<file path="config.mk">
export PLATFORM = sky130hd
export DESIGN_NAME = dac_cal_ctrl
export DESIGN_NICKNAME = d
export VERILOG_FILES = /design/src/dac_cal_pkg.sv /design/src/cal_engine.sv /design/src/dac_cal_ctrl.sv
export SDC_FILE = /design/constraint.sdc
export NUM_CORES = 1
export LEC_CHECK = 0
export BUFFER_PORTS_ARGS = -buffer_cell sky130_fd_sc_hd__buf_4
export CELL_PAD_IN_SITES_DETAIL_PLACEMENT = 1
export CELL_PAD_IN_SITES_GLOBAL_PLACEMENT = 2
export CORE_ASPECT_RATIO = 0.75
export CORE_MARGIN = 4
export CORE_UTILIZATION = 49
export CTS_BUF_LIST = sky130_fd_sc_hd__clkbuf_8
export DETAILED_ROUTE_END_ITERATION = 6
export PLACE_DENSITY = 0.84
export SYNTH_ARGS = -nofsm -noshare
export SYNTH_HDL_FRONTEND = slang
export SYNTH_SLANG_ARGS = --single-unit
</file>
<file path="constraint.sdc">
create_clock -name ref_clk_in -period 6.5 [get_ports ref_clk_in]
set_input_delay 0.325 -clock ref_clk_in [delete_from_list [all_inputs] [get_ports ref_clk_in]]
set_output_delay 0.325 -clock ref_clk_in [all_outputs]
set_load 0.02 [all_outputs]
</file>
<file path="src/dac_cal_pkg.sv">
// Purpose: Shared constants and types for the dual converter calibration
//          and trim control block.
// Assumes: One 20 MHz converter clock; registers reached over a 3-wire
//          serial port.
// Notes:   Register offsets are the serial port byte addresses.
package dac_cal_pkg;

	localparam int ADDR_W = 7;
	localparam int DATA_W = 8;

	localparam logic [6:0] REG_I_FINE_GAIN   = 7'h03;
	localparam logic [6:0] REG_I_COARSE_GAIN = 7'h04;
	localparam logic [6:0] REG_I_CM_RES      = 7'h05;
	localparam logic [6:0] REG_Q_FINE_GAIN   = 7'h06;
	localparam logic [6:0] REG_Q_COARSE_GAIN = 7'h07;
	localparam logic [6:0] REG_Q_CM_RES      = 7'h08;
	localparam logic [6:0] REG_REF_TRIM      = 7'h0D;
	localparam logic [6:0] REG_CAL_CONTROL   = 7'h0E;
	localparam logic [6:0] REG_CAL_STATUS    = 7'h0F;
	localparam logic [6:0] REG_COEF_ADDRESS  = 7'h10;
	localparam logic [6:0] REG_COEF_DATA     = 7'h11;
	localparam logic [6:0] REG_CAL_MEM_CTRL  = 7'h12;

	localparam logic [7:0] REG_RESET = 8'h00;

	// Field positions
	localparam int CTRL_DIV_MSB      = 2;
	localparam int CTRL_CLK_EN_BIT   = 3;
	localparam int CTRL_SEL_I_BIT    = 4;
	localparam int CTRL_SEL_Q_BIT    = 5;
	localparam int STAT_DONE_I_BIT   = 6;
	localparam int STAT_DONE_Q_BIT   = 7;
	localparam int MEM_UNCAL_I_BIT   = 0;
	localparam int MEM_UNCAL_Q_BIT   = 1;
	localparam int MEM_READ_BIT      = 2;
	localparam int MEM_WRITE_BIT     = 3;
	localparam int MEM_START_BIT     = 4;
	localparam int CM_CONNECT_BIT    = 6;
	localparam int CODE_W            = 6;

	// Coefficient store
	localparam int COEF_COUNT = 32;
	localparam int COEF_W     = 6;
	localparam int COEF_IDX_W = 5;
	localparam logic [7:0] COEF_FIRST_ADDR = 8'h01;
	localparam logic [7:0] COEF_LAST_ADDR  = 8'h20;
	localparam logic [5:0] COEF_MIDSCALE   = 6'h20;

	// Calibration clock divider, in converter clock cycles
	localparam logic [11:0] DIV_MIN_CYCLES = 12'h020;
	localparam logic [11:0] DIV_MAX_CYCLES = 12'h800;
	localparam logic [2:0]  DIV_SEL_MAX    = 3'h6;

	// Calibration run length and store window, in calibration clock ticks
	localparam logic [8:0] CAL_TICKS       = 9'h12C;
	localparam logic [8:0] CAL_STORE_TICKS = 9'h100;

	// Serial frame: R/W flag, 7-bit address, 8-bit data
	localparam logic [4:0] SPI_HEADER_BITS = 5'h08;
	localparam logic [4:0] SPI_FRAME_BITS  = 5'h10;

	typedef enum logic [1:0] {CAL_IDLE, CAL_RUN, CAL_DONE} cal_state_t;

	// Period of one calibration clock for a divider select value
	function automatic logic [11:0] div_period(input logic [2:0] sel);
		if (sel >= DIV_SEL_MAX)
			return DIV_MAX_CYCLES;
		return DIV_MIN_CYCLES << sel;
	endfunction

endpackage

</file>
<file path="src/cal_engine.sv">
// Purpose: Self-calibration engine for one converter channel.
// Assumes: cal_tick_in is a one-cycle enable from the divider; comparator
//          input already synchronised.
// Notes:   Stores 32 coefficients over the first 256 ticks of a run.
`timescale 1ns/100ps
module cal_engine
(
	input  wire logic                        clk_in,
	input  wire logic                        rstn_in,
	input  wire logic                        cal_tick_in,
	input  wire logic                        start_in,
	input  wire logic                        select_in,
	input  wire logic                        comparator_in,
	output logic                             busy_out,
	output logic                             done_out,
	output logic                             abort_out,
	output logic                             coef_wr_out,
	output logic [dac_cal_pkg::COEF_IDX_W-1:0] coef_idx_out,
	output logic [dac_cal_pkg::COEF_W-1:0]   coef_data_out
);
	import dac_cal_pkg::*;

	cal_state_t        state_reg;
	cal_state_t        state_next;
	logic [8:0]        tick_cnt_reg;
	logic [8:0]        tick_cnt_next;
	logic [COEF_W-1:0] acc_reg;
	logic [COEF_W-1:0] acc_next;

	always_comb
	begin
		state_next    = state_reg;
		tick_cnt_next = tick_cnt_reg;
		acc_next      = acc_reg;
		abort_out     = 1'b0;
		coef_wr_out   = 1'b0;
		coef_idx_out  = tick_cnt_reg[7:3];
		coef_data_out = acc_reg;
		case (state_reg)
			CAL_IDLE:
				if (start_in && select_in)
				begin
					state_next    = CAL_RUN;
					tick_cnt_next = 9'h000;
					acc_next      = COEF_MIDSCALE;
				end
			CAL_RUN:
				if (!start_in)
				begin
					state_next = CAL_IDLE;
					abort_out  = 1'b1;
				end
				else if (cal_tick_in)
				begin
					if (comparator_in && acc_reg != 6'h3F)
						acc_next = acc_reg + 6'h01;
					else if (!comparator_in && acc_reg != 6'h00)
						acc_next = acc_reg - 6'h01;
					tick_cnt_next = tick_cnt_reg + 9'h001;
					if (tick_cnt_reg[2:0] == 3'h7
						&& tick_cnt_reg < CAL_STORE_TICKS)
					begin
						coef_wr_out   = 1'b1;
						coef_data_out = acc_next;
					end
					if (tick_cnt_reg == CAL_TICKS - 9'h001)
						state_next = CAL_DONE;
				end
			CAL_DONE:
				if (!start_in)
					state_next = CAL_IDLE;
			default:
				state_next = CAL_IDLE;
		endcase
	end

	always_ff @(posedge clk_in or negedge rstn_in)
	begin
		if (!rstn_in)
		begin
			state_reg    <= CAL_IDLE;
			tick_cnt_reg <= 9'h000;
			acc_reg      <= 6'h00;
		end
		else
		begin
			state_reg    <= state_next;
			tick_cnt_reg <= tick_cnt_next;
			acc_reg      <= acc_next;
		end
	end

	assign busy_out = (state_reg == CAL_RUN);
	assign done_out = (state_reg == CAL_DONE);

	// Tick count of the current run, seen only by the checks below
	logic [9:0] run_ticks_reg;
	always_ff @(posedge clk_in or negedge rstn_in)
	begin
		if (!rstn_in)
			run_ticks_reg <= 10'h000;
		else if (state_reg == CAL_IDLE)
			run_ticks_reg <= 10'h000;
		else if (busy_out && cal_tick_in)
			run_ticks_reg <= run_ticks_reg + 10'h001;
	end
endmodule

</file>
<file path="src/dac_cal_ctrl.sv">
// Function
// - Calibration clock divided by three-bit select
// - Calibration period 32 to 2048 clocks
// - Independent engine per channel
// - Calibration clock runs only when enabled
// - Bits 4/5 select I and Q
// - Start bit runs calibration, about 300 ticks
// - Done flags in status bits 6, 7
// - Writing zero clears flags and controls; a zero write that stops a run sets the uncalibrated flags
// - 32 read/write coefficients per channel
// - Address register, first coefficient at 0x01
// - Read bit exposes selected coefficient
// - Write bit stores data at address
// - Six-bit signed reference trim
// - Six-bit signed coarse gain per channel
// - Six-bit binary fine gain per channel
// - Common-mode resistor off after reset
//
// Purpose: Register file, serial port, divider and coefficient store.
// Assumes: ref_clk_in is the converter clock; pins are asynchronous.
// Notes:   Serial frame is 16 bits, MSB first, read flag first.
`timescale 1ns/100ps
module dac_cal_ctrl
(
	input  wire logic                    ref_clk_in,
	input  wire logic                    rstn_in,
	input  wire logic                    spi_cs_n_in,
	input  wire logic                    spi_sclk_in,
	input  wire logic                    spi_sdio_in,
	output logic                         spi_sdio_out,
	output logic                         spi_sdio_oe_out,
	input  wire logic                    cal_compare_i_in,
	input  wire logic                    cal_compare_q_in,
	output logic [dac_cal_pkg::CODE_W-1:0] i_fine_gain_code_out,
	output logic [dac_cal_pkg::CODE_W-1:0] i_coarse_gain_code_out,
	output logic [dac_cal_pkg::CODE_W-1:0] i_common_mode_res_code_out,
	output logic                         i_common_mode_res_connect_out,
	output logic [dac_cal_pkg::CODE_W-1:0] q_fine_gain_code_out,
	output logic [dac_cal_pkg::CODE_W-1:0] q_coarse_gain_code_out,
	output logic [dac_cal_pkg::CODE_W-1:0] q_common_mode_res_code_out,
	output logic                         q_common_mode_res_connect_out,
	output logic [dac_cal_pkg::CODE_W-1:0] reference_trim_code_out
);
	import dac_cal_pkg::*;

	// Pin synchronisers: cs_n, sclk, sdio, compare I, compare Q
	logic [4:0] sync1_reg;
	logic [4:0] sync2_reg;
	logic       sclk_d3_reg;
	logic       cs_n_s;
	logic       sclk_s;
	logic       sdio_s;
	logic       sclk_rise;
	logic       sclk_fall;

	always_ff @(posedge ref_clk_in or negedge rstn_in)
	begin
		if (!rstn_in)
		begin
			sync1_reg   <= 5'h01;
			sync2_reg   <= 5'h01;
			sclk_d3_reg <= 1'b0;
		end
		else
		begin
			sync1_reg   <= {cal_compare_q_in, cal_compare_i_in,
				spi_sdio_in, spi_sclk_in, spi_cs_n_in};
			sync2_reg   <= sync1_reg;
			sclk_d3_reg <= sync2_reg[1];
		end
	end

	assign cs_n_s    = sync2_reg[0];
	assign sclk_s    = sync2_reg[1];
	assign sdio_s    = sync2_reg[2];
	assign sclk_rise = sclk_s && !sclk_d3_reg;
	assign sclk_fall = !sclk_s && sclk_d3_reg;

	// Registers
	logic [7:0] i_fine_reg,   i_fine_next;
	logic [7:0] i_coarse_reg, i_coarse_next;
	logic [7:0] i_cm_reg,     i_cm_next;
	logic [7:0] q_fine_reg,   q_fine_next;
	logic [7:0] q_coarse_reg, q_coarse_next;
	logic [7:0] q_cm_reg,     q_cm_next;
	logic [7:0] trim_reg,     trim_next;
	logic [7:0] cal_ctrl_reg, cal_ctrl_next;
	logic [7:0] coef_addr_reg, coef_addr_next;
	logic [4:0] mem_ctrl_reg, mem_ctrl_next;

	// Serial port state
	logic [4:0] bit_cnt_reg,  bit_cnt_next;
	logic [6:0] shift_reg,    shift_next;
	logic [6:0] addr_reg,     addr_next;
	logic       rd_reg,       rd_next;
	logic [7:0] tx_reg,       tx_next;
	logic       sdo_reg,      sdo_next;
	logic       oe_reg,       oe_next;
	logic       wr_stb;
	logic [7:0] wr_data;

	// Divider and engines
	logic [10:0] div_cnt_reg, div_cnt_next;
	logic        cal_tick;
	logic [11:0] period;
	logic        done_i, done_q, abort_i, abort_q;
	logic        eng_wr_i, eng_wr_q;
	logic [COEF_IDX_W-1:0] eng_idx_i, eng_idx_q;
	logic [COEF_W-1:0]     eng_data_i, eng_data_q;

	// Coefficient store, one array per channel
	logic [COEF_W-1:0] coef_i_mem [COEF_COUNT];
	logic [COEF_W-1:0] coef_q_mem [COEF_COUNT];
	logic                  coef_addr_ok;
	logic [COEF_IDX_W-1:0] coef_idx;
	logic                  host_wr_i, host_wr_q;

	assign coef_addr_ok = coef_addr_reg >= COEF_FIRST_ADDR
		&& coef_addr_reg <= COEF_LAST_ADDR;
	assign coef_idx = 5'(coef_addr_reg - COEF_FIRST_ADDR);

	function automatic logic [7:0] read_value(input logic [6:0] a);
		logic [5:0] coef;
		coef = cal_ctrl_reg[CTRL_SEL_I_BIT] ? coef_i_mem[coef_idx]
			: coef_q_mem[coef_idx];
		if (a == REG_I_FINE_GAIN)        return i_fine_reg;
		else if (a == REG_I_COARSE_GAIN) return i_coarse_reg;
		else if (a == REG_I_CM_RES)      return i_cm_reg;
		else if (a == REG_Q_FINE_GAIN)   return q_fine_reg;
		else if (a == REG_Q_COARSE_GAIN) return q_coarse_reg;
		else if (a == REG_Q_CM_RES)      return q_cm_reg;
		else if (a == REG_REF_TRIM)      return trim_reg;
		else if (a == REG_CAL_CONTROL)   return cal_ctrl_reg;
		else if (a == REG_CAL_STATUS)
			return {done_q, done_i, 6'h00};
		else if (a == REG_COEF_ADDRESS)  return coef_addr_reg;
		else if (a == REG_COEF_DATA)
		begin
			// I wins when both channels are selected
			if (mem_ctrl_reg[MEM_READ_BIT] && coef_addr_ok)
				return {2'b00, coef};
			return 8'h00;
		end
		else if (a == REG_CAL_MEM_CTRL)  return {3'b000, mem_ctrl_reg};
		return 8'h00;
	endfunction

	// Serial port: sample on rising sclk, shift out on falling sclk
	always_comb
	begin
		bit_cnt_next = bit_cnt_reg;
		shift_next   = shift_reg;
		addr_next    = addr_reg;
		rd_next      = rd_reg;
		tx_next      = tx_reg;
		sdo_next     = sdo_reg;
		oe_next      = oe_reg;
		wr_stb       = 1'b0;
		wr_data      = {shift_reg, sdio_s};
		if (cs_n_s)
		begin
			bit_cnt_next = 5'h00;
			oe_next      = 1'b0;
		end
		else if (sclk_rise && bit_cnt_reg < SPI_FRAME_BITS)
		begin
			shift_next   = {shift_reg[5:0], sdio_s};
			bit_cnt_next = bit_cnt_reg + 5'h01;
			if (bit_cnt_reg == SPI_HEADER_BITS - 5'h01)
			begin
				rd_next   = shift_reg[6];
				addr_next = {shift_reg[5:0], sdio_s};
				tx_next   = read_value({shift_reg[5:0], sdio_s});
			end
			if (bit_cnt_reg == SPI_FRAME_BITS - 5'h01 && !rd_reg)
				wr_stb = 1'b1;
		end
		else if (sclk_fall && rd_reg && bit_cnt_reg >= SPI_HEADER_BITS)
		begin
			if (bit_cnt_reg < SPI_FRAME_BITS)
			begin
				sdo_next = tx_reg[7];
				tx_next  = {tx_reg[6:0], 1'b0};
				oe_next  = 1'b1;
			end
			else
				oe_next = 1'b0;
		end
	end

	// Register writes; hardware sets of uncalibrated flags win over clears
	always_comb
	begin
		i_fine_next    = i_fine_reg;
		i_coarse_next  = i_coarse_reg;
		i_cm_next      = i_cm_reg;
		q_fine_next    = q_fine_reg;
		q_coarse_next  = q_coarse_reg;
		q_cm_next      = q_cm_reg;
		trim_next      = trim_reg;
		cal_ctrl_next  = cal_ctrl_reg;
		coef_addr_next = coef_addr_reg;
		mem_ctrl_next  = mem_ctrl_reg;
		if (wr_stb)
		begin
			if (addr_reg == REG_I_FINE_GAIN)        i_fine_next = wr_data;
			else if (addr_reg == REG_I_COARSE_GAIN) i_coarse_next = wr_data;
			else if (addr_reg == REG_I_CM_RES)      i_cm_next = wr_data;
			else if (addr_reg == REG_Q_FINE_GAIN)   q_fine_next = wr_data;
			else if (addr_reg == REG_Q_COARSE_GAIN) q_coarse_next = wr_data;
			else if (addr_reg == REG_Q_CM_RES)      q_cm_next = wr_data;
			else if (addr_reg == REG_REF_TRIM)      trim_next = wr_data;
			else if (addr_reg == REG_CAL_CONTROL)   cal_ctrl_next = wr_data;
			else if (addr_reg == REG_COEF_ADDRESS)  coef_addr_next = wr_data;
			else if (addr_reg == REG_CAL_MEM_CTRL)
			begin
				// Flag bits only clear; they are never set by software
				mem_ctrl_next[4:2] = wr_data[4:2];
				mem_ctrl_next[1:0] = mem_ctrl_reg[1:0] & wr_data[1:0];
			end
		end
		if (abort_i)
			mem_ctrl_next[MEM_UNCAL_I_BIT] = 1'b1;
		if (abort_q)
			mem_ctrl_next[MEM_UNCAL_Q_BIT] = 1'b1;
	end

	// Divider: period is 32 << select, clamped at 2048
	assign period   = div_period(cal_ctrl_reg[CTRL_DIV_MSB:0]);
	assign cal_tick = cal_ctrl_reg[CTRL_CLK_EN_BIT]
		&& {1'b0, div_cnt_reg} >= period - 12'h001;

	always_comb
	begin
		if (!cal_ctrl_reg[CTRL_CLK_EN_BIT] || cal_tick)
			div_cnt_next = 11'h000;
		else
			div_cnt_next = div_cnt_reg + 11'h001;
	end

	always_ff @(posedge ref_clk_in or negedge rstn_in)
	begin
		if (!rstn_in)
		begin
			i_fine_reg    <= REG_RESET;
			i_coarse_reg  <= REG_RESET;
			i_cm_reg      <= REG_RESET;
			q_fine_reg    <= REG_RESET;
			q_coarse_reg  <= REG_RESET;
			q_cm_reg      <= REG_RESET;
			trim_reg      <= REG_RESET;
			cal_ctrl_reg  <= REG_RESET;
			coef_addr_reg <= REG_RESET;
			mem_ctrl_reg  <= 5'h00;
			bit_cnt_reg   <= 5'h00;
			shift_reg     <= 7'h00;
			addr_reg      <= 7'h00;
			rd_reg        <= 1'b0;
			tx_reg        <= 8'h00;
			sdo_reg       <= 1'b0;
			oe_reg        <= 1'b0;
			div_cnt_reg   <= 11'h000;
		end
		else
		begin
			i_fine_reg    <= i_fine_next;
			i_coarse_reg  <= i_coarse_next;
			i_cm_reg      <= i_cm_next;
			q_fine_reg    <= q_fine_next;
			q_coarse_reg  <= q_coarse_next;
			q_cm_reg      <= q_cm_next;
			trim_reg      <= trim_next;
			cal_ctrl_reg  <= cal_ctrl_next;
			coef_addr_reg <= coef_addr_next;
			mem_ctrl_reg  <= mem_ctrl_next;
			bit_cnt_reg   <= bit_cnt_next;
			shift_reg     <= shift_next;
			addr_reg      <= addr_next;
			rd_reg        <= rd_next;
			tx_reg        <= tx_next;
			sdo_reg       <= sdo_next;
			oe_reg        <= oe_next;
			div_cnt_reg   <= div_cnt_next;
		end
	end

	// Host writes go to every selected channel; engine stores take priority
	assign host_wr_i = wr_stb && addr_reg == REG_COEF_DATA && coef_addr_ok
		&& mem_ctrl_reg[MEM_WRITE_BIT]
		&& cal_ctrl_reg[CTRL_SEL_I_BIT];
	assign host_wr_q = wr_stb && addr_reg == REG_COEF_DATA && coef_addr_ok
		&& mem_ctrl_reg[MEM_WRITE_BIT]
		&& cal_ctrl_reg[CTRL_SEL_Q_BIT];

	always_ff @(posedge ref_clk_in)
	begin
		if (eng_wr_i)
			coef_i_mem[eng_idx_i] <= eng_data_i;
		else if (host_wr_i)
			coef_i_mem[coef_idx] <= wr_data[COEF_W-1:0];
		if (eng_wr_q)
			coef_q_mem[eng_idx_q] <= eng_data_q;
		else if (host_wr_q)
			coef_q_mem[coef_idx] <= wr_data[COEF_W-1:0];
	end

	// One engine per channel, sharing the calibration tick
	cal_engine u_engine_i
	(
		.clk_in        (ref_clk_in),
		.rstn_in       (rstn_in),
		.cal_tick_in   (cal_tick),
		.start_in      (mem_ctrl_reg[MEM_START_BIT]),
		.select_in     (cal_ctrl_reg[CTRL_SEL_I_BIT]),
		.comparator_in (sync2_reg[3]),
		.busy_out      (),
		.done_out      (done_i),
		.abort_out     (abort_i),
		.coef_wr_out   (eng_wr_i),
		.coef_idx_out  (eng_idx_i),
		.coef_data_out (eng_data_i)
	);

	cal_engine u_engine_q
	(
		.clk_in        (ref_clk_in),
		.rstn_in       (rstn_in),
		.cal_tick_in   (cal_tick),
		.start_in      (mem_ctrl_reg[MEM_START_BIT]),
		.select_in     (cal_ctrl_reg[CTRL_SEL_Q_BIT]),
		.comparator_in (sync2_reg[4]),
		.busy_out      (),
		.done_out      (done_q),
		.abort_out     (abort_q),
		.coef_wr_out   (eng_wr_q),
		.coef_idx_out  (eng_idx_q),
		.coef_data_out (eng_data_q)
	);

	assign spi_sdio_out                  = sdo_reg;
	assign spi_sdio_oe_out               = oe_reg;
	assign i_fine_gain_code_out          = i_fine_reg[5:0];
	assign i_coarse_gain_code_out        = i_coarse_reg[5:0];
	assign i_common_mode_res_code_out    = i_cm_reg[5:0];
	assign i_common_mode_res_connect_out = i_cm_reg[CM_CONNECT_BIT];
	assign q_fine_gain_code_out          = q_fine_reg[5:0];
	assign q_coarse_gain_code_out        = q_coarse_reg[5:0];
	assign q_common_mode_res_code_out    = q_cm_reg[5:0];
	assign q_common_mode_res_connect_out = q_cm_reg[CM_CONNECT_BIT];
	assign reference_trim_code_out       = trim_reg[5:0];

	// Cycles since the last tick, seen only by the checks below
	logic [11:0] since_tick_reg;
	logic        tick_seen_reg;
	always_ff @(posedge ref_clk_in or negedge rstn_in)
	begin
		if (!rstn_in)
		begin
			since_tick_reg <= 12'h000;
			tick_seen_reg  <= 1'b0;
		end
		else if (cal_tick)
		begin
			since_tick_reg <= 12'h000;
			tick_seen_reg  <= 1'b1;
		end
		else if (since_tick_reg != 12'hFFF)
			since_tick_reg <= since_tick_reg + 12'h001;
	end
endmodule

</file>
# After elaboration in Yosys (flattened, before gate mapping)
# Memories as Yosys holds them, arrays and structs flattened.
# Index checks and enable logic that the tools add are counted.
# op_classes
magnitude_cmp	8
mux	142
addsub	10
shifts	1
n_bitwise	12
n_mul	0
n_reduce_logical	66
n_div	0
eq_ne	67
# ops
cell	count
2-to-1 mux 8 bit	19
2-to-1 mux 6 bit	21
2-to-1 mux 1 bit	63
equality test 7 x 3 -> 1 bit (second input constant)	8
2-to-1 mux 9 bit	6
!= test 2 bit (second input constant)	25
equality test 7 x 4 -> 1 bit (second input constant)	7
equality test 7 x 5 -> 1 bit (second input constant)	6
2-to-1 mux 2 bit	20
case mux 9 bit (2 select lines)	2
AND reduction 11 bit	3
AND reduction 4 bit	7
2-to-1 mux 12 bit	2
case mux 6 bit (2 select lines)	2
logical AND 1 bit	22
2-to-1 mux 5 bit	4
nonzero test 2 bit	10
adder 9 x 1 -> 9 bit (second input constant)	2
equality test 9 bit (second input constant)	2
< comparator 9 bit (second input constant)	2
equality test 7 x 2 -> 1 bit (second input constant)	2
adder 6 x 1 -> 6 bit (second input constant)	2
>= comparator 11 x 12 -> 1 bit	1
!= test 3 bit (second input constant)	4
35 further kinds	64
# word_totals
romBits	0
wordCells	337
output_inout_bits	46
n_memories	2
latch_bits	0
mem_bits_rw	384
ff_bits	163
# mem_list
memory	depth	word_bits	read_ports	rd_ports_with_merged_regs	write_ports	line_no	rtl
coef_i_mem	32	6	1	0	1	dac_cal_ctrl.sv:112	logic [COEF_W-1:0] coef_i_mem [COEF_COUNT];
coef_q_mem	32	6	1	0	1	dac_cal_ctrl.sv:113	logic [COEF_W-1:0] coef_q_mem [COEF_COUNT];

# Depth between registers and ports, before layout
# logic_depth
word_depth	33
ltp_mapped	16
ltp_nobuf	10

# Cells and area by module
# From an unflattened synthesis, not the netlist that was laid out.
# unflattened
hier_cells	1678
hier_area_um2	24881.4
# modules_own_cells
module	instances	cells_each	area_each_um2
dac_cal_ctrl	1	1392	22379.0
cal_engine	2	143	1251.2

# Least setup slack after synthesis
# OpenSTA, ideal clock, no wires.
# synth_path
kind	register to register
startpoint	register coef_addr_reg[0]
endpoint	memory coef_i_mem[0][1] (data pin)
path_stages_with_launch	12
n_path_buf	3
path_slack_ns	2.234
arrival_ns	3.812
synth_period_minus_slack_ns	4.266
path_cell_list	dfrtp_1 -> buf_6 -> buf_2 -> inv_1 -> ha_1 -> buf_6 -> nor4b_1 -> mux2_2 -> nor4_1 -> nand2_1 -> mux2i_1 -> o21ai_0
# synth_via
elab_chain_cells	10
# synth_lines
element	line_no	rtl
from (decl)	dac_cal_ctrl.sv:88	logic [7:0] coef_addr_reg, coef_addr_next;
from (signal assigned)	dac_cal_ctrl.sv:274	coef_addr_reg <= coef_addr_next;
>= comparator 8 x 1 -> 1 bit / <= comparator 8 x 6 -> 1 bit (equally long branches)	dac_cal_ctrl.sv:118, dac_cal_ctrl.sv:119	
logical AND 1 bit *	dac_cal_ctrl.sv:119	&& coef_addr_reg <= COEF_LAST_ADDR;
logical AND 1 bit *	dac_cal_ctrl.sv:288	assign host_wr_i = wr_stb && addr_reg == REG_COEF_DATA && coef_addr_ok
logical AND 1 bit *	dac_cal_ctrl.sv:289	&& mem_ctrl_reg[MEM_WRITE_BIT]
logical AND 1 bit *	dac_cal_ctrl.sv:290	&& cal_ctrl_reg[CTRL_SEL_I_BIT];
2-to-1 mux 1 bit *	dac_cal_ctrl.sv:299	else if (host_wr_i)
2-to-1 mux 1 bit *	dac_cal_ctrl.sv:297	if (eng_wr_i)
2-to-1 mux 1 bit (not written as such) *	dac_cal_ctrl.sv:300	coef_i_mem[coef_idx] <= wr_data[COEF_W-1:0];
OR reduction 6 bit (no line) *	-	
2-to-1 mux 6 bit (no line) *	-	
to (decl)	dac_cal_ctrl.sv:112	
# Mark *: on every way between the ends. The rest lies on a longest branch, timed or not.

# Worst setup path after layout
# layout_path
startpoint	register coef_addr_reg[0]
endpoint	memory coef_q_mem[14][3], enable pin
# layout_via
elab_chain_cells	10
# layout_lines
element	line_no	rtl
>= comparator 8 x 1 -> 1 bit / <= comparator 8 x 6 -> 1 bit (equally long branches)	dac_cal_ctrl.sv:118, dac_cal_ctrl.sv:119	
logical AND 1 bit	dac_cal_ctrl.sv:119	
logical AND 1 bit	dac_cal_ctrl.sv:291	assign host_wr_q = wr_stb && addr_reg == REG_COEF_DATA && coef_addr_ok
logical AND 1 bit	dac_cal_ctrl.sv:292	&& mem_ctrl_reg[MEM_WRITE_BIT]
logical AND 1 bit	dac_cal_ctrl.sv:293	&& cal_ctrl_reg[CTRL_SEL_Q_BIT];
2-to-1 mux 1 bit	dac_cal_ctrl.sv:303	else if (host_wr_q)
2-to-1 mux 1 bit	dac_cal_ctrl.sv:301	if (eng_wr_q)
2-to-1 mux 1 bit (not written as such)	dac_cal_ctrl.sv:304	coef_q_mem[coef_idx] <= wr_data[COEF_W-1:0];
OR reduction 6 bit (no line)	-	
2-to-1 mux 5 bit (no line) / 2-to-1 mux 1 bit (equally long branches)	-	
to (decl)	dac_cal_ctrl.sv:113	
# Several ways; a longest one is shown, not always the timed one.

==> results.sh <==
export IMPL_status="completed"
export IMPL_insertion_delay_ns=0.68
export IMPL_viasPerCell=6.24
export IMPL_grt_max_degree=71
export IMPL_grt_pass1_wl_mm=110
export IMPL_critPathMaxFanout=28
export IMPL_cts_setup_buffers=0
export IMPL_layout_drive_gt1_share=0.214
export IMPL_critPathMostFrequentCell="nand2_1"
export IMPL_cts_sinks=547
export IMPL_start_kind="register"
export IMPL_dr_pass1_iters=5
export IMPL_crit_type="register to register"
export IMPL_cts_tree="built"
export IMPL_drv_slew=0
export IMPL_p_leak_nw=9.27
export IMPL_fin_util=0.549
export IMPL_fin_crit_ns=5.05
export IMPL_async_flop_share=0.298
export IMPL_final_cells=2689
export IMPL_synth_warnings=0
export IMPL_crit_required_ns=6.78
export IMPL_ant_nets=0
export IMPL_via_count=16800
export IMPL_overflow=0
export IMPL_slowest_delay_ns=0.91
export IMPL_clk_path_buf_depth=3
export IMPL_core_um2=50700
export IMPL_layout_common_cells="edfxtp_1 (384), nand2_1 (242), dfrtp_1 (160), nand3_1 (146), nor2_1 (107)"
export IMPL_cts_root_buf="clkbuf_8"
export IMPL_endpoint_kind="register"
export IMPL_antenna_found_initial=2
export IMPL_area_growth_pct=9.52
export IMPL_placementRows=71
export IMPL_timing_final_crit_share=0.777
export IMPL_hold_viol_final=0
export IMPL_path_clk_slew_ns=0.07
export IMPL_die_y_um=205
export IMPL_fill_cells=4980
export IMPL_final_common_cell="edfxtp_1"
export IMPL_cap_violations=0
export IMPL_fp_dieArea_um2=55600
export IMPL_totalWireLength_mm=72.0
export IMPL_port_buffers=52
export IMPL_syn_area_um2=25400
export IMPL_p_per_area_nw_per_um2=248
export IMPL_grt_pass1_vias=17400
export IMPL_dp_cells=2531
export IMPL_hp_class="input port to async pin"
export IMPL_drc=0
export IMPL_diodes=0
export IMPL_die_w_um=271
export IMPL_slew_headroom=0.116
export IMPL_ys_ff_latch=547
export IMPL_avgSynthCellArea_um2=13.3
export IMPL_synth_cell_types=91
export IMPL_cp_arrival_ns=5.33
export IMPL_htree_levels=3
export IMPL_ioPinCount=53
export IMPL_wl_per_cell_um=26.8
export IMPL_layout_nets=1958
export IMPL_synth_cells=1915
export IMPL_yosys_most_used_dff="edfxtp_1"
export IMPL_dp_hpwl_mm=48.8
export IMPL_routabilityCongestion=0.868
export IMPL_setup_viol_count_final=0
export IMPL_initial_core_util=0.501
export IMPL_ys_seq_area_frac=0.614
export IMPL_synth_nets=1943
export IMPL_rsz0062_at_grt="no"
export IMPL_drt_iter0_markers=1952
export IMPL_grtUsageTotal=0.263
export IMPL_tightestPinTransition_ns=1.33
export IMPL_peakVddDrop_mv=0.182
export IMPL_slowest_stage="o21ai_0"
export IMPL_synth_edf_count=384
export IMPL_fin_tns_setup_ns=0
export IMPL_fmax_mhz=198
export IMPL_cts_made_buffers=84
export IMPL_cp_cell_sequence="inv_1, ha_4, nor4b_1, mux2_2, nor4_1, nand2_1, nor2_1, nand2_1, o21ai_0"
export IMPL_fin_skew_ns=0.0185
export IMPL_cts_resized=0
export IMPL_hold_slack_ns=0.201
==> where the power goes <==
group          switching, mW  internal [mW]  total (mW)
Combinational          0.222         0.0756       0.298
Clock                   1.39           1.50        2.89
Sequential            0.0186           3.71        3.73
==> metal layers <==
layer / track usage / part of all wire / wire length [um] / vias up
met5: 0 / 0.00017 / 12 / -
met2: 0.387 / 0.45 / 32000 / 619
met1: 0.397 / 0.46 / 32800 / 8748
li1: - / - / - / 7295
met4: 0.0685 / 0.021 / 1510 / 2
met3: 0.0632 / 0.078 / 5650 / 116
==> worst paths after layout <==
kind	endpoint	start	slack, ns	depth (start not counted)
max	coef_q_mem[14][3]$_DFFE_PP_	coef_addr_reg[0]$_DFFE_PN0P_	1.45	9
min	bit_cnt_reg[0]$_DFFE_PN0N_	rstn_in	0.20	2
max reg2reg	coef_q_mem[14][3]$_DFFE_PP_	coef_addr_reg[0]$_DFFE_PN0P_	1.45	9
min reg2reg	sync2_reg[1]$_DFF_PN0_	sync1_reg[1]$_DFF_PN0_	0.35	0
max in group asynchronous	div_cnt_reg[7]$_DFF_PN0_	rstn_in	4.97	3
min in group ref_clk_in	sync1_reg[1]$_DFF_PN0_	spi_sclk_in	0.31	2
==> stage by stage <==
step	area, um^2	setup slack (ns)	total power [mW]
2_1_floorplan	25400	2.23	3.95
3_3_place_gp	26100	1.73	4.08
3_5_place_dp	26100	1.57	4.09
4_1_cts	27800	1.55	6.97
5_1_grt	27800	1.14	7.17
6_report	27800	1.45	6.92
==> kinds of logic (layout without fill, tap and decap cells) <==
kind of cell | after synthesis | count (layout) | synth area share
AOI/OAI and AO/OA | 257 | 257 | 0.0682
adders and majority gates | 21 | 21 | 0.0103
buffers and inverters | 184 | 265 | 0.0377
muxes | 207 | 207 | 0.130
and+or+nand+nor | 671 | 671 | 0.129
DFF | 547 | 547 | 0.614
xor gates and xnor gates | 28 | 28 | 0.00994
==> what timing repair did <==
| action | in CTS | in global routing |
|---|---|---|
| hold buffers | 6 | 0 |
| setup endpoints to repair | 0 | 0 |
| hold endpoints to repair | 73 | 0 |
==> cell type report <==
cell class	instances	area, um^2	area share
Multi-Input combinational cell	1184	8900	0.320
Timing Repair Buffer	92	722	0.0259
Clock buffer	91	1250	0.0450
Clock inverter	61	404	0.0145
Inverter	21	78.8	0.00283
Tap cell	693	867	0.0311
Sequential cell	547	15600	0.561
==> cell usage after synthesis (all sizes together) (9+ instances only) <==
library cell | instances | area share
ha | 21 | 0.010
mux4 | 87 | 0.078
o21a | 10 | 0.0030
nor2b | 15 | 0.0037
or2 | 9 | 0.0022
nand4 | 27 | 0.0066
nand2 | 243 | 0.036
dfrtp | 161 | 0.16
xor2 | 13 | 0.0048
a31oi | 13 | 0.0032
nor4 | 17 | 0.0042
xnor2 | 15 | 0.0052
o22ai | 15 | 0.0039
nor3 | 27 | 0.0059
clkbuf | 67 | 0.0099
inv | 21 | 0.0031
buf | 96 | 0.025
nor2 | 107 | 0.016
o21ai | 72 | 0.014
a21oi | 45 | 0.0090
mux2 | 102 | 0.045
nor3b | 13 | 0.0040
o31ai | 20 | 0.0059
edfxtp | 384 | 0.45
nand2b | 9 | 0.0022
mux2i | 18 | 0.0071
nand3 | 146 | 0.029
and3 | 9 | 0.0022
==> critical path: cells and delay by family (launching register included) <==
| family | cells | cell delay (ns) |
|---|---|---|
| multiplexers | 1 | 0.41 |
| AND/OR/NAND/NOR | 5 | 2.04 |
| adder cells (fa/ha/maj) | 1 | 0.28 |
| flip-flops | 1 | 0.68 |
| AO/OA/AOI/OAI | 1 | 0.91 |
| buffers and inverters | 1 | 0.33 |
No activity file was read; power rests on OpenSTA's default activity.
